## config.mk

```make
export PLATFORM = sky130hd
export DESIGN_NAME = stoil_top
export DESIGN_NICKNAME = d
export VERILOG_FILES = /design/src/verilog/stoil_pkg.sv /design/src/verilog/stoil_top.sv
export VERILOG_INCLUDE_DIRS = /design/src /design/src/verilog
export SDC_FILE = /design/constraint.sdc
export NUM_CORES = 1
export LEC_CHECK = 0
export BUFFER_PORTS_ARGS = -buffer_cell sky130_fd_sc_hd__buf_2
export CORE_UTILIZATION = 69
export DETAILED_ROUTE_END_ITERATION = 12
export PLACE_DENSITY = 0.92
export SYNTH_ARGS = -nofsm -noshare
export SYNTH_HDL_FRONTEND = slang
export SYNTH_SLANG_ARGS = --single-unit
```

## constraint.sdc

```tcl
create_clock -name pclk -period 9.9 [get_ports pclk]
set_input_delay 0.495 -clock pclk [delete_from_list [all_inputs] [get_ports pclk]]
set_output_delay 0.495 -clock pclk [all_outputs]
set_load 0.03 [all_outputs]
```

## src/verilog/stoil_cfg.svh

```systemverilog
// Constants of the torque-off interlock: offsets, fields, resets, timing.
// Assumes a 25 MHz pclk and a byte-addressed APB with 32-bit data.
`ifndef STOIL_CFG_SVH
`define STOIL_CFG_SVH
`define STOIL_CLK_HZ      25000000
`define STOIL_SKEW_S      10
`define STOIL_SKEW_CYC    (`STOIL_SKEW_S * `STOIL_CLK_HZ)
`define STOIL_MS_CYC      (`STOIL_CLK_HZ / 1000)
`define STOIL_SEC_CYC     (`STOIL_CLK_HZ)
`define STOIL_HOUR_S      32'h0000_0E10
`define STOIL_OFF_CTRL    12'h000
`define STOIL_OFF_BRKDLY  12'h004
`define STOIL_OFF_STATUS  12'h008
`define STOIL_OFF_IRQST   12'h00C
`define STOIL_OFF_IRQCLR  12'h010
`define STOIL_OFF_IRQEN   12'h014
`define STOIL_OFF_LOGSEL  12'h018
`define STOIL_OFF_LOGDAT  12'h01C
`define STOIL_CTRL_CLRH   4
`define STOIL_CTRL_ARST   5
`define STOIL_IRQ_SKEW    0
`define STOIL_IRQ_TOFF    1
`define STOIL_IRQ_LOG     2
`define STOIL_RST_STOP    4'h0
`define STOIL_RST_BRKDLY  16'h0000
`define STOIL_SKEW_CODE   8'hE1
`define STOIL_LOG_DEPTH   8
`endif

```

## src/verilog/stoil_pkg.sv

```systemverilog
// Types of the torque-off interlock.
// Assumes nothing beyond a SystemVerilog compiler.
package stoil_pkg;
    typedef enum logic [1:0]
    {
        ST_TORQUE_OFF  = 2'b00,
        ST_DRIVE_READY = 2'b01,
        ST_SERVO_READY = 2'b10
    } stoil_state_t;
endpackage : stoil_pkg

```

## src/verilog/stoil_top.sv

```systemverilog
// Safe torque-off interlock: input sync, drive state, brake, monitor,
// skew alarm, alarm history and APB registers.
// Assumes inputs high = ON and a single pclk domain.
//
// Notes on behaviour
// Both inputs off: power off within 7 ms.
// In torque-off, drive-ready stays low.
// Drive-ready only if both on, servo-on off.
// Torque-off drops brake release, ignores delay.
// Torque-off stops by method; 0/1 dynamic brake.
// Monitor output high only when both off.
// Skew alarm never blocks torque-off.
// Same alarm within one hour logged once.
// History kept until explicit clear command.
// Controller should stop motor before torque-off.
// Controller reasserts servo-on after inputs return.
// Both inputs off enters torque-off.
// Servo-on held through torque-off blocks recovery.
// Inputs disagree over 10 s: skew alarm.
// Inputs synchronised; intervals timed by counters.
//
// Local design decisions: the placing of the registers and register access over APB.
`include "stoil_cfg.svh"

module stoil_top #(
    parameter int unsigned SKEW_CYC = `STOIL_SKEW_CYC,
    parameter int unsigned MS_CYC   = `STOIL_MS_CYC,
    parameter int unsigned SEC_CYC  = `STOIL_SEC_CYC
) (
    input  wire logic        pclk,
    input  wire logic        presetn,
    input  wire logic        psel,
    input  wire logic        penable,
    input  wire logic        pwrite,
    input  wire logic [11:0] paddr,
    input  wire logic [31:0] pwdata,
    output logic      [31:0] prdata,
    output logic             pready,
    output logic             pslverr,
    input  wire logic        safe_input_a,
    input  wire logic        safe_input_b,
    input  wire logic        servo_on_req,
    input  wire logic        alarm_event,
    input  wire logic [7:0]  alarm_code,
    output logic             motor_power_en,
    output logic             drive_ready_out,
    output logic             brake_release_out,
    output logic             dyn_brake_out,
    output logic             device_monitor_out,
    output logic             input_skew_alarm,
    output stoil_pkg::stoil_state_t torque_state,
    output logic             irq
);
    import stoil_pkg::*;

    localparam int DEPTH = `STOIL_LOG_DEPTH;

    ////////////////////////////////////////////////////////////////////////
    // Input synchronisers; stage 1 is read only by stage 2
    logic [2:0] sync1_r;
    logic [2:0] sync2_r;
    always_ff @(posedge pclk or negedge presetn)
    begin
        if (!presetn)
        begin
            sync1_r <= 3'h0;
            sync2_r <= 3'h0;
        end
        else
        begin
            sync1_r <= {servo_on_req, safe_input_b, safe_input_a};
            sync2_r <= sync1_r;
        end
    end
    wire in_a     = sync2_r[0];
    wire in_b     = sync2_r[1];
    wire son      = sync2_r[2];
    wire both_on  = in_a & in_b;
    wire both_off = ~in_a & ~in_b;

    ////////////////////////////////////////////////////////////////////////
    // Registers
    logic [3:0]  stop_method_setting;
    logic [15:0] brake_delay_setting;
    logic [2:0]  irq_st_r;
    logic [2:0]  irq_en_r;
    logic [2:0]  log_sel_r;

    wire wr_en   = psel & penable & pwrite;
    wire setup   = psel & ~penable;
    wire a_ctrl  = paddr == `STOIL_OFF_CTRL;
    wire a_bdly  = paddr == `STOIL_OFF_BRKDLY;
    wire a_stat  = paddr == `STOIL_OFF_STATUS;
    wire a_ist   = paddr == `STOIL_OFF_IRQST;
    wire a_iclr  = paddr == `STOIL_OFF_IRQCLR;
    wire a_ien   = paddr == `STOIL_OFF_IRQEN;
    wire a_lsel  = paddr == `STOIL_OFF_LOGSEL;
    wire a_ldat  = paddr == `STOIL_OFF_LOGDAT;
    wire mapped  = a_ctrl | a_bdly | a_stat | a_ist | a_iclr | a_ien | a_lsel | a_ldat;
    wire clr_hist  = wr_en & a_ctrl & pwdata[`STOIL_CTRL_CLRH];
    wire alarm_rst = wr_en & a_ctrl & pwdata[`STOIL_CTRL_ARST];

    assign pready  = 1'b1;
    assign pslverr = psel & penable & ~mapped;

    ////////////////////////////////////////////////////////////////////////
    // Drive state machine
    stoil_state_t state_r;
    stoil_state_t state_nxt;
    always_comb
    begin
        state_nxt = state_r;
        unique case (state_r)
            ST_TORQUE_OFF:
                if (both_on && !son)
                    state_nxt = ST_DRIVE_READY;
            ST_DRIVE_READY:
                if (both_off)
                    state_nxt = ST_TORQUE_OFF;
                else if (son)
                    state_nxt = ST_SERVO_READY;
            ST_SERVO_READY:
                if (both_off)
                    state_nxt = ST_TORQUE_OFF;
                else if (!son)
                    state_nxt = ST_DRIVE_READY;
            default:
                state_nxt = ST_TORQUE_OFF;
        endcase
    end
    wire enter_toff = (state_nxt == ST_TORQUE_OFF) && (state_r != ST_TORQUE_OFF);

    // Millisecond tick for the brake-to-servo-off delay
    logic [31:0] ms_cnt_r;
    logic [15:0] bdly_cnt_r;
    wire ms_tick = ms_cnt_r == MS_CYC - 1;
    wire servo_off = (state_r == ST_SERVO_READY) && (state_nxt == ST_DRIVE_READY);
    always_ff @(posedge pclk or negedge presetn)
    begin
        if (!presetn)
        begin
            state_r    <= ST_TORQUE_OFF;
            ms_cnt_r   <= 32'h0;
            bdly_cnt_r <= 16'h0;
        end
        else
        begin
            state_r  <= state_nxt;
            ms_cnt_r <= ms_tick ? 32'h0 : ms_cnt_r + 32'h1;
            if (state_nxt == ST_TORQUE_OFF)
                bdly_cnt_r <= 16'h0;
            else if (servo_off)
                bdly_cnt_r <= brake_delay_setting;
            else if (ms_tick && bdly_cnt_r != 16'h0)
                bdly_cnt_r <= bdly_cnt_r - 16'h1;
        end
    end

    // Outputs from flops; power falls one cycle after both inputs settle off
    always_ff @(posedge pclk or negedge presetn)
    begin
        if (!presetn)
        begin
            motor_power_en     <= 1'b0;
            drive_ready_out    <= 1'b0;
            brake_release_out  <= 1'b0;
            dyn_brake_out      <= 1'b0;
            device_monitor_out <= 1'b0;
        end
        else
        begin
            motor_power_en     <= (state_nxt == ST_SERVO_READY) ||
                                  (state_nxt == ST_DRIVE_READY && bdly_cnt_r != 16'h0 &&
                                   !servo_off) || servo_off;
            drive_ready_out    <= (state_nxt != ST_TORQUE_OFF) && both_on && !son;
            brake_release_out  <= state_nxt == ST_SERVO_READY;
            dyn_brake_out      <= (state_nxt == ST_TORQUE_OFF) &&
                                  (stop_method_setting <= 4'h1);
            device_monitor_out <= both_off;
        end
    end
    assign torque_state = state_r;

    ////////////////////////////////////////////////////////////////////////
    // Input skew detection; diagnostic only
    logic [31:0] skew_cnt_r;
    logic        skew_hit;
    assign skew_hit = (in_a != in_b) && (skew_cnt_r == SKEW_CYC - 1);
    always_ff @(posedge pclk or negedge presetn)
    begin
        if (!presetn)
        begin
            skew_cnt_r       <= 32'h0;
            input_skew_alarm <= 1'b0;
        end
        else
        begin
            if (in_a == in_b)
                skew_cnt_r <= 32'h0;
            else if (skew_cnt_r != SKEW_CYC)
                skew_cnt_r <= skew_cnt_r + 32'h1;
            if (skew_hit)
                input_skew_alarm <= 1'b1;
            else if (alarm_rst)
                input_skew_alarm <= 1'b0;
        end
    end

    ////////////////////////////////////////////////////////////////////////
    // Alarm history with one-hour suppression of repeats
    logic [31:0] sec_cnt_r;
    logic [31:0] now_s_r;
    always_ff @(posedge pclk or negedge presetn)
    begin
        if (!presetn)
        begin
            sec_cnt_r <= 32'h0;
            now_s_r   <= 32'h0;
        end
        else if (sec_cnt_r == SEC_CYC - 1)
        begin
            sec_cnt_r <= 32'h0;
            now_s_r   <= now_s_r + 32'h1;
        end
        else
            sec_cnt_r <= sec_cnt_r + 32'h1;
    end

    // Storage has no reset so a drive reset leaves the history in place
    logic [7:0]  log_code [DEPTH];
    logic [31:0] log_time [DEPTH];
    logic [DEPTH-1:0] log_vld;
    logic [2:0]  log_wp;

    wire       new_alarm = skew_hit | alarm_event;
    wire [7:0] new_code  = skew_hit ? `STOIL_SKEW_CODE : alarm_code;
    logic [DEPTH-1:0] recent;
    genvar gi;
    generate
        for (gi = 0; gi < DEPTH; gi++)
        begin : g_dup
            assign recent[gi] = log_vld[gi] && log_code[gi] == new_code &&
                                (now_s_r - log_time[gi]) < `STOIL_HOUR_S;
        end
    endgenerate
    wire log_wr = new_alarm && (recent == '0) && !clr_hist;

    always_ff @(posedge pclk)
    begin
        if (clr_hist)
        begin
            log_vld <= '0;
            log_wp  <= 3'h0;
        end
        else if (log_wr)
        begin
            log_code[log_wp] <= new_code;
            log_time[log_wp] <= now_s_r;
            log_vld[log_wp]  <= 1'b1;
            log_wp           <= log_wp + 3'h1;
        end
    end

    ////////////////////////////////////////////////////////////////////////
    // Interrupt and register writes; hardware set beats software clear
    wire [2:0] irq_ev  = {log_wr, enter_toff, skew_hit};
    wire [2:0] irq_clr = (wr_en && a_iclr) ? pwdata[2:0] : 3'h0;
    always_ff @(posedge pclk or negedge presetn)
    begin
        if (!presetn)
        begin
            stop_method_setting <= `STOIL_RST_STOP;
            brake_delay_setting <= `STOIL_RST_BRKDLY;
            irq_st_r            <= 3'h0;
            irq_en_r            <= 3'h0;
            log_sel_r           <= 3'h0;
        end
        else
        begin
            irq_st_r <= (irq_st_r & ~irq_clr) | irq_ev;
            if (wr_en && a_ctrl)
                stop_method_setting <= pwdata[3:0];
            if (wr_en && a_bdly)
                brake_delay_setting <= pwdata[15:0];
            if (wr_en && a_ien)
                irq_en_r <= pwdata[2:0];
            if (wr_en && a_lsel)
                log_sel_r <= pwdata[2:0];
        end
    end
    assign irq = |(irq_st_r & irq_en_r);

    ////////////////////////////////////////////////////////////////////////
    // Read data latched in the setup cycle
    wire [31:0] rd_stat = {22'h0, bdly_cnt_r != 16'h0, motor_power_en, input_skew_alarm,
                           device_monitor_out, son, in_b, in_a, dyn_brake_out, state_r};
    wire [31:0] rd_log  = {log_vld[log_sel_r], 7'h0, log_code[log_sel_r],
                           log_time[log_sel_r][15:0]};
    wire [31:0] rd_mux  = a_ctrl ? {28'h0, stop_method_setting} :
                          a_bdly ? {16'h0, brake_delay_setting} :
                          a_stat ? rd_stat :
                          a_ist  ? {29'h0, irq_st_r} :
                          a_ien  ? {29'h0, irq_en_r} :
                          a_lsel ? {29'h0, log_sel_r} :
                          a_ldat ? rd_log : 32'h0;
    always_ff @(posedge pclk or negedge presetn)
    begin
        if (!presetn)
            prdata <= 32'h0;
        else if (setup && !pwrite)
            prdata <= rd_mux;
    end
endmodule : stoil_top

```

; ---- Yosys cells after proc, flatten, opt, wreduce, memory -nomap -nowiden
; Memory sizes are Yosys's and may differ from the RTL's.
; Cells that the tools add are included.
[classes]
n_div = 0
mux = 31
mul = 0
magnitude_cmp = 12
eq_ne = 25
reduce_logical = 52
add_sub_neg = 14
bitwise_logic = 26
shift = 0
[op_table]
columns = operator, count
row1 = $mux W32, 11
row2 = $lt A32 B12 Y1 const B, 8
row3 = $sub A32 B32 Y32, 8
row4 = $add A32 B1 Y32 const B, 4
row5 = $eq A8 B8 Y1, 8
row6 = $eq A12 B5 Y1 const B, 4
row7 = $mux W16, 3
row8 = $logic_and A1 B1 Y1, 35
row9 = $eq A32 B15 Y1 const B, 1
row10 = $eq A32 B25 Y1 const B, 1
row11 = $eq A32 B28 Y1 const B, 1
row12 = $ne A32 B28 Y1 const B, 1
row13 = $eq A12 B4 Y1 const B, 2
row14 = $reduce_bool A16 Y1, 1
row15 = $sub A16 B1 Y16 const B, 1
row16 = $eq A12 B3 Y1 const B, 1
row17 = $logic_not A12 Y1, 1
row18 = $mux W2, 5
row19 = $and A1 B1 Y1, 9
row20 = $logic_not A8 Y1, 1
row21 = $lt A3 B4 Y1 const B, 2
row22 = $mux W8, 1
row23 = $or A1 B1 Y1, 8
row24 = $or A8 B8 Y8, 1
row25 = other kinds (22), 42
[word_totals]
inputBits = 61
out_inout_bits = 43
romBits = 0
word_cells = 184
mem_bits_rw = 320
memories = 2
latchBits = 0
ff_bits = 230
[mem_list]
columns = memory, depth, word_bits, rd, rd_ports_with_merged_regs, wr, line_no
row1 = log_time, 8, 32, 9, 0, 1, stoil_top.sv:231  ; logic [31:0] log_time [DEPTH];
row2 = log_code, 8, 8, 9, 0, 1, stoil_top.sv:230  ; logic [7:0] log_code [DEPTH];

; ---- Longest topological paths before layout
; Gate-level depths: netlist (run 1).
[logic_depth]
word_depth = 12
mapped_depth = 17

; ---- Worst setup path before layout (run 1)
; OpenSTA, ideal clock, no wires.
[synth_timing]
path_kind = flip-flop to flip-flop
start = reg now_s_r[2]
end = mem log_code[1][0], enable pin
arrival_ns = 6.145
required_time_ns = 9.413
setup_time_ns = 0.487
setup_slack_ns = 3.268
path_stages_with_launch = 14
path_cell_list = dfrtp_1 ha_1 a21o_1 a31o_1 a211o_1 o211a_1 or4_4 a31o_1 mux2i_1 o22a_1 nand3_1 o221a_2 nand4_1 nor3_1
[synth_via]
elab_chain_cells = 9
elab_cells_between_ends = 30
[synth_rtl]
columns = element, line_no
row1 = "start, declared", stoil_top.sv:212  ; logic [31:0] now_s_r;
row2 = "start signal, assigned", stoil_top.sv:223  ; now_s_r <= now_s_r + 32'h1;
row3 = $sub A32 B32 Y32, stoil_top.sv:243  ; (now_s_r - log_time[gi]) < `STOIL_HOUR_S;
row4 = $lt A32 B12 Y1 (no line), n/a
row5 = $logic_and A1 B1 Y1 (no line), n/a
row6 = $logic_not A8 Y1 (*), stoil_top.sv:246  ; wire log_wr = new_alarm && (recent == '0) && !clr_hist;
row7 = $logic_and A1 B1 Y1 (*) (2 in series), stoil_top.sv:246
row8 = $mux W1 (*), stoil_top.sv:255  ; else if (log_wr)
row9 = $mux W1 (*), stoil_top.sv:250  ; if (clr_hist)
row10 = $mux W1 (implied by the code) (*), stoil_top.sv:257  ; log_code[log_wp] <= new_code;
row11 = "end, declared", stoil_top.sv:230
; Mark *: on every way between the ends. The rest lies on a longest branch, timed or not.

; ---- Worst setup path after layout (run 1)
[layout_timing]
start = reg now_s_r[2]
end = mem log_time[1][0], enable pin
[layout_via]
elab_chain_cells = 9
elab_cells_between_ends = 30
[layout_rtl]
columns = element, line_no
row1 = $sub A32 B32 Y32, stoil_top.sv:243
row2 = $lt A32 B12 Y1 (no line), n/a
row3 = $logic_and A1 B1 Y1 (no line), n/a
row4 = $logic_not A8 Y1 (*), stoil_top.sv:246
row5 = $logic_and A1 B1 Y1 (*) (2 in series), stoil_top.sv:246
row6 = $mux W1 (*), stoil_top.sv:255
row7 = $mux W1 (*), stoil_top.sv:250
row8 = $mux W1 (implied by the code) (*), stoil_top.sv:258  ; log_time[log_wp] <= now_s_r;
row9 = "end, declared", stoil_top.sv:231
; Marks and branches as above.

==> results of run 1 <==
==> cells by family after synthesis <==
family	after synthesis
muxes	133
adders and majority gates	249
other	2
buffers and inverters	492
xor gates and xnor gates	259
and+or+nand+nor	1316
AOI/OAI and AO/OA	995
DFF	543
==> power groups by stage <==
stage | logic [mW] | clock network [mW] | registers, mW
floorplan | 0.608 | 0 | 2.71
global placement | 0.840 | 0 | 2.74
detailed placement | 0.866 | 0 | 2.75
CTS | 0.875 | 2.29 | 2.71
global route | 0.964 | 2.38 | 2.73
finish | 0.901 | 2.29 | 2.72
==> synth_stat cells, types with 52 or more instances <==
cell type and instances:
o21ai_0 163, inv_1 337, nand3_1 123, edfxtp_1 320
nor2_1 282, a31oi_1 64, nand4_1 89, and3_1 63
nand2_1 329, ha_1 249, nor3_1 104, and2_1 52
a21oi_1 271, a211oi_1 54, xor2_1 99, mux2i_1 54
a21o_1 89, dfrtp_1 212, clkbuf_1 119, xnor2_1 160
==> registers in the layout, summed over array words and instances, names as in the netlist, 4 cells and up <==
| register | count |
|---|---|
| log_time | 256 |
| log_code | 64 |
| ms_cnt_r | 32 |
| now_s_r | 32 |
| sec_cnt_r | 32 |
| skew_cnt_r | 32 |
| prdata | 25 |
| bdly_cnt_r | 16 |
| brake_delay_setting | 16 |
| log_vld | 8 |
| stop_method_setting | 4 |
==> path summary, 6_finish.rpt <==
check | end | from
setup / recovery | log_time[1][0]$_DFFE_PP_ | now_s_r[2]$_DFFE_PN0N_
hold / removal | brake_delay_setting[8]$_DFFE_PN0P_ | pwdata[8]
setup reg to reg | log_time[1][0]$_DFFE_PP_ | now_s_r[2]$_DFFE_PN0N_
hold reg to reg | sync2_r[1]$_DFF_PN0_ | sync1_r[1]$_DFF_PN0_
max in group asynchronous | now_s_r[29]$_DFFE_PN0N_ | presetn
min in group asynchronous | skew_cnt_r[7]$_DFFE_PN0P_ | presetn
==> cell type report <==
cell class	count	share of cell area [%]
antenna	1	0.00613
multi-input combinational	2960	50.9
tap	696	2.13
clock buffer	78	4.06
clock inverter	33	0.824
inverter	338	3.11
sequential	543	37.1
timing repair buffer	128	1.92
==> what timing repair did <==
action                                 CTS  global route
hold buffers                             4             0
setup endpoints to repair                0             0
endpoints found under the hold margin   84             0
==> worst register-to-register path: cells and delay by family (launching register included) <==
family	cells	cell delay, ps
adders and majority gates	1	480
AOI/OAI and AO/OA	6	2450
and+or+nand+nor	5	2230
xor gates and xnor gates	1	200
DFF	1	680
buffers and inverters	1	570
==> metal layers <==
metal / GRT usage (%) / vias to the layer above
met3: 7.99 / 480
met4: 22.5 / 2
met5: 0 / -
met2: 62.0 / 2042
met1: 50.0 / 15600
li1: - / 14900
==> results.tsv, run 1 <==
metric	value	unit
status	completed	
Multi-input gate area	0.0208	mm^2
VDD IR-drop max	0.132	mV
Clk pwr share	38.8	%
Area contributors post-synth	edfxtp_1, dfrtp_1, ha_1	
I/O Buffers	79	
Compound-Gate Fraction of Synth Area	17.6	%
EDFF count, synth	320	
Clock Path Buffers	3	
met1 wire length	41000	um
met2 routed WL	49400	um
min cycle time layout	7020	ps
Fin Clk Skew	21.8	ps
Max-cap violations	0	
number of H-tree levels	2	
post-synthesis async set-or-reset flop share	39.0	%
grt total ovfl	0	
gr usage total	39.1	%
max layer used	met5	
hold depth	2	
Die Area	0.0557	mm^2
Worst path slowest cell	nor3_2	
core area	0.0539	mm^2
share of the synthesized area in the top cell type	25.4	%
DRT antenna net count	0	
Routed WL	110000	um
RSZ-0062 raised after global routing	false	
Seq. cell area	0.0151	mm^2
R2R setup slack	2880	ps
CP peak stage delay	1060	ps
top_reg_cell synth	edfxtp_1	
Die Height	236	um
area leader, netlist	edfxtp_1	
post-CTS resize count	0	
worst slew pin tran	1230	ps
first drt pass iteration count	8	
filler cell count in the final layout	3609	
Vias	33000	
worst-path fanout max	32	
Mapped Cells	3989	
PD cells	145	mW/mm^2
largest net degree at the start of global routing	83	
Layout area overhead	8.15	%
Initial Util	70.0	%
Post-Syn Area per Cell	9.47	um^2
first-pass GRT wire length	171000	um
most frequent cells in the layout	inv_1, nand2_1, edfxtp_1	
warnings from Yosys	0	
path length in cells of the critical path	14	
CP cell instances	ha_1 > nand2_1 > o21ai_0 > a21oi_1 > o31ai_1 > o21bai_1 > xnor2_1 > a2111oi_0 > and4_1 > a31oi_1 > and4bb_1 > nand4_1 > nor3_2 > buf_4	
CP endpoint kind	flip-flop	
Worst Path Arrival	7300	ps
critical path type	reg -> reg	
combinational share of power	15.2	%
CTS sink count	543	
Final WS setup	2880	ps
placed inst area	0.0388	mm^2
violation count after the first detailed-route iteration	4101	
clock root cell	clkbuf_16	
post-route cell area	0.0408	mm^2
WL per Instance	23.0	um
cell count after placement	4661	
Sw Ratio	28.7	%
worst skew pair latency	650	ps
# Post-CTS Setup Buffers	0	
post-synthesis mux area share	5.28	%
worst hold path class	in -> reg	
Mapped Area	0.0378	mm^2
met3 routed WL	12400	um
CP required	10170	ps
R2R cell count	14	
adder-cell share of the synthesized area	8.25	%
Buf/Inv on CP	1	
Post-Synth Simple-Gate Area	17.8	%
post-synthesis sequential area ratio	40.1	%
largest family of logic cells by synthesized area	simple AND/OR/NAND/NOR gates	
CP Launch Type	flip-flop	
Pwr Total	5.92	mW
Internal Power	4.22	mW
post-route insts no fill	4777	
drt via density	6.91	
drc violations	0	
initial antenna violation count	3	
Slew HR	17.3	%
Seq pwr share	46.0	%
row cnt	85	
dpl ws	3070	ps
Fin Hold WS	87.9	ps
post-layout util	75.8	%
IO Count	104	
setup_tns	0	ps
final layout net count	4340	
Final Cycle Share	71.0	%
share of layout cells above drive strength 1	8.87	%
Final Hold Viols	0	
Synth cell types	103	
Slew Limit Fails	0	
Lkg Pwr	17.6	nW
Setup Viol. Count Final	0	
CTS Buf Count	59	
CTS tree	yes	
commonest non-fill, non-tap cell in the layout	inv_1	
cell family with most CP delay	compound AO/OA/AOI/OAI gates	
die width	236	um
gpl congestion	1.04	
f_max	0.142	GHz
Seq cells post-synth	543	
Synth Area in XOR/XNOR	6.01	%
DP HPWL	78300	um
vias in the first global route	31400	
NetSw	1.70	mW
clk slew on worst S/H paths	60	ps
Power figures use the tool's default switching activity.
==> run 2, diff against run 1 <==
- CORE_UTILIZATION: 69 -> 58
- PLACE_DENSITY: 0.92 -> 0.83
- clock period: 9.9 -> 5.9 ns (I/O delays scaled with it)
==> results.tsv, run 2 (synthesis gave the netlist of run 1 again) <==
metric	value	unit
status	completed	
Layout area overhead	10.5	%
post-CTS resize count	0	
VDD IR-drop max	0.213	mV
# Post-CTS Setup Buffers	0	
first-pass GRT wire length	171000	um
worst skew pair latency	640	ps
Die Area	0.0661	mm^2
grt total ovfl	0	
first drt pass iteration count	7	
Routed WL	110000	um
share of layout cells above drive strength 1	9.64	%
vias in the first global route	31200	
hold-fix buffers at CTS	19	
most frequent cells in the layout	inv_1, nand2_1, edfxtp_1	
commonest non-fill, non-tap cell in the layout	inv_1	
max layer used	met4	
CTS tree	yes	
clock root cell	clkbuf_16	
final layout net count	4400	
Slew HR	9.49	%
WL per Instance	22.0	um
drc violations	0	
PD cells	242	mW/mm^2
met1 wire length	43400	um
I/O Buffers	79	
gr usage total	32.8	%
DRT antenna net count	0	
drt via density	6.58	
Setup Viol. Count Final	0	
Final Hold Viols	0	
CP endpoint kind	flip-flop	
CP peak stage delay	640	ps
Final Cycle Share	93.2	%
met2 routed WL	50500	um
CTS Buf Count	60	
Initial Util	58.7	%
DP HPWL	82000	um
Largest register FFs	256	
worst-path fanout max	31	
Final WS setup	402	ps
RSZ-0062 raised after global routing	false	
CTS sink count	543	
die width	257	um
core area	0.0643	mm^2
Reg with most FFs	log_time	
CP Launch Type	flip-flop	
setup_tns	0	ps
clk slew on worst S/H paths	60	ps
row cnt	93	
worst slew pin tran	1350	ps
filler cell count in the final layout	5092	
CP cell instances	inv_1 > ha_1 > a211oi_1 > o21bai_1 > o311ai_0 > o22ai_1 > a2111oi_0 > buf_4 > o2111ai_1 > nor4_1 > and4_1 > a31oi_1 > and4bb_1 > and3_4 > and3_2 > buf_12	
violation count after the first detailed-route iteration	3839	
Worst path slowest cell	o311ai_0	
Lkg Pwr	18.0	nW
dpl ws	578	ps
number of H-tree levels	2	
CP required	6240	ps
Slew Limit Fails	0	
Worst Path Arrival	5840	ps
met3 routed WL	10900	um
initial antenna violation count	2	
min cycle time layout	5500	ps
Pwr Total	10.1	mW
Fin Clk Skew	26.1	ps
largest net degree at the start of global routing	151	
gpl congestion	1.02	
Max-cap violations	0	
Vias	32900	
critical path type	reg -> reg	
IO Count	104	
largest registers in the final layout	log_time x256, log_code x64	
worst hold path class	in -> reg	
f_max	0.182	GHz
Die Height	257	um
Clock Path Buffers	3	
==> run 2: per-layer routing <==
metal	global-route usage, %	up-vias
met3	4.47	345
li1	-	15000
met4	14.5	0
met5	0	-
met2	53.2	1834
met1	43.8	15700
==> run 2: worst paths after layout <==
check / from / endpoint / slack (ps) / cells after the start
worst min register to register: sync1_r[2]$_DFF_PN0_ / sync2_r[2]$_DFF_PN0_ / 360 / 0
worst min-delay path: pwdata[1] / log_sel_r[1]$_DFFE_PN0P_ / 30 / 2
worst max register to register: log_time[6][7]$_DFFE_PP_ / log_time[4][22]$_DFFE_PP_ / 400 / 16
max in group asynchronous: presetn / now_s_r[20]$_DFFE_PN0N_ / 4480 / 3
min in group asynchronous: presetn / skew_cnt_r[30]$_DFFE_PN0P_ / 210 / 2
worst max-delay path: log_time[6][7]$_DFFE_PP_ / log_time[4][22]$_DFFE_PP_ / 400 / 16
==> run 2: power breakdown <==
part	switching, mW	total, mW	internal [mW]
logic	1.03	1.59	0.562
clock network	1.63	3.97	2.34
registers	0.220	4.56	4.34
total	2.88	10.1	7.24
==> run 2: per-stage QoR <==
step | util (%) | hold slack [ps] | area [um^2] | std cells
after detailed placement | 61.4 | 278 | 39500 | 4864
after global routing | 64.9 | 18.1 | 41700 | 4994
after floorplan | - | -0.591 | 37800 | 3995
after global placement | 61.4 | 276 | 39500 | 4864
after CTS | 64.9 | 6.66 | 41700 | 4994
final | 64.9 | 33.5 | 41800 | 4996
==> run 2: final cells by class <==
class                      instances  area [um^2]  share of cell area, %
multi-input combinational       2960        20800                   49.8
sequential                       543        15100                   36.3
clock buffer                      81         1710                   4.11
timing repair buffer             187         1410                   3.39
inverter                         338         1270                   3.04
tap                              855         1070                   2.56
clock inverter                    30          355                  0.851
antenna                            2         5.00                 0.0120
==> run 2: worst max-delay path: cells and delay by family (launching register included) <==
family / cells / cell delay (ps)
flops: 1 / 440
fa+ha+maj: 1 / 340
simple gates: 5 / 1340
buf+inv: 3 / 520
compound gates: 7 / 2520
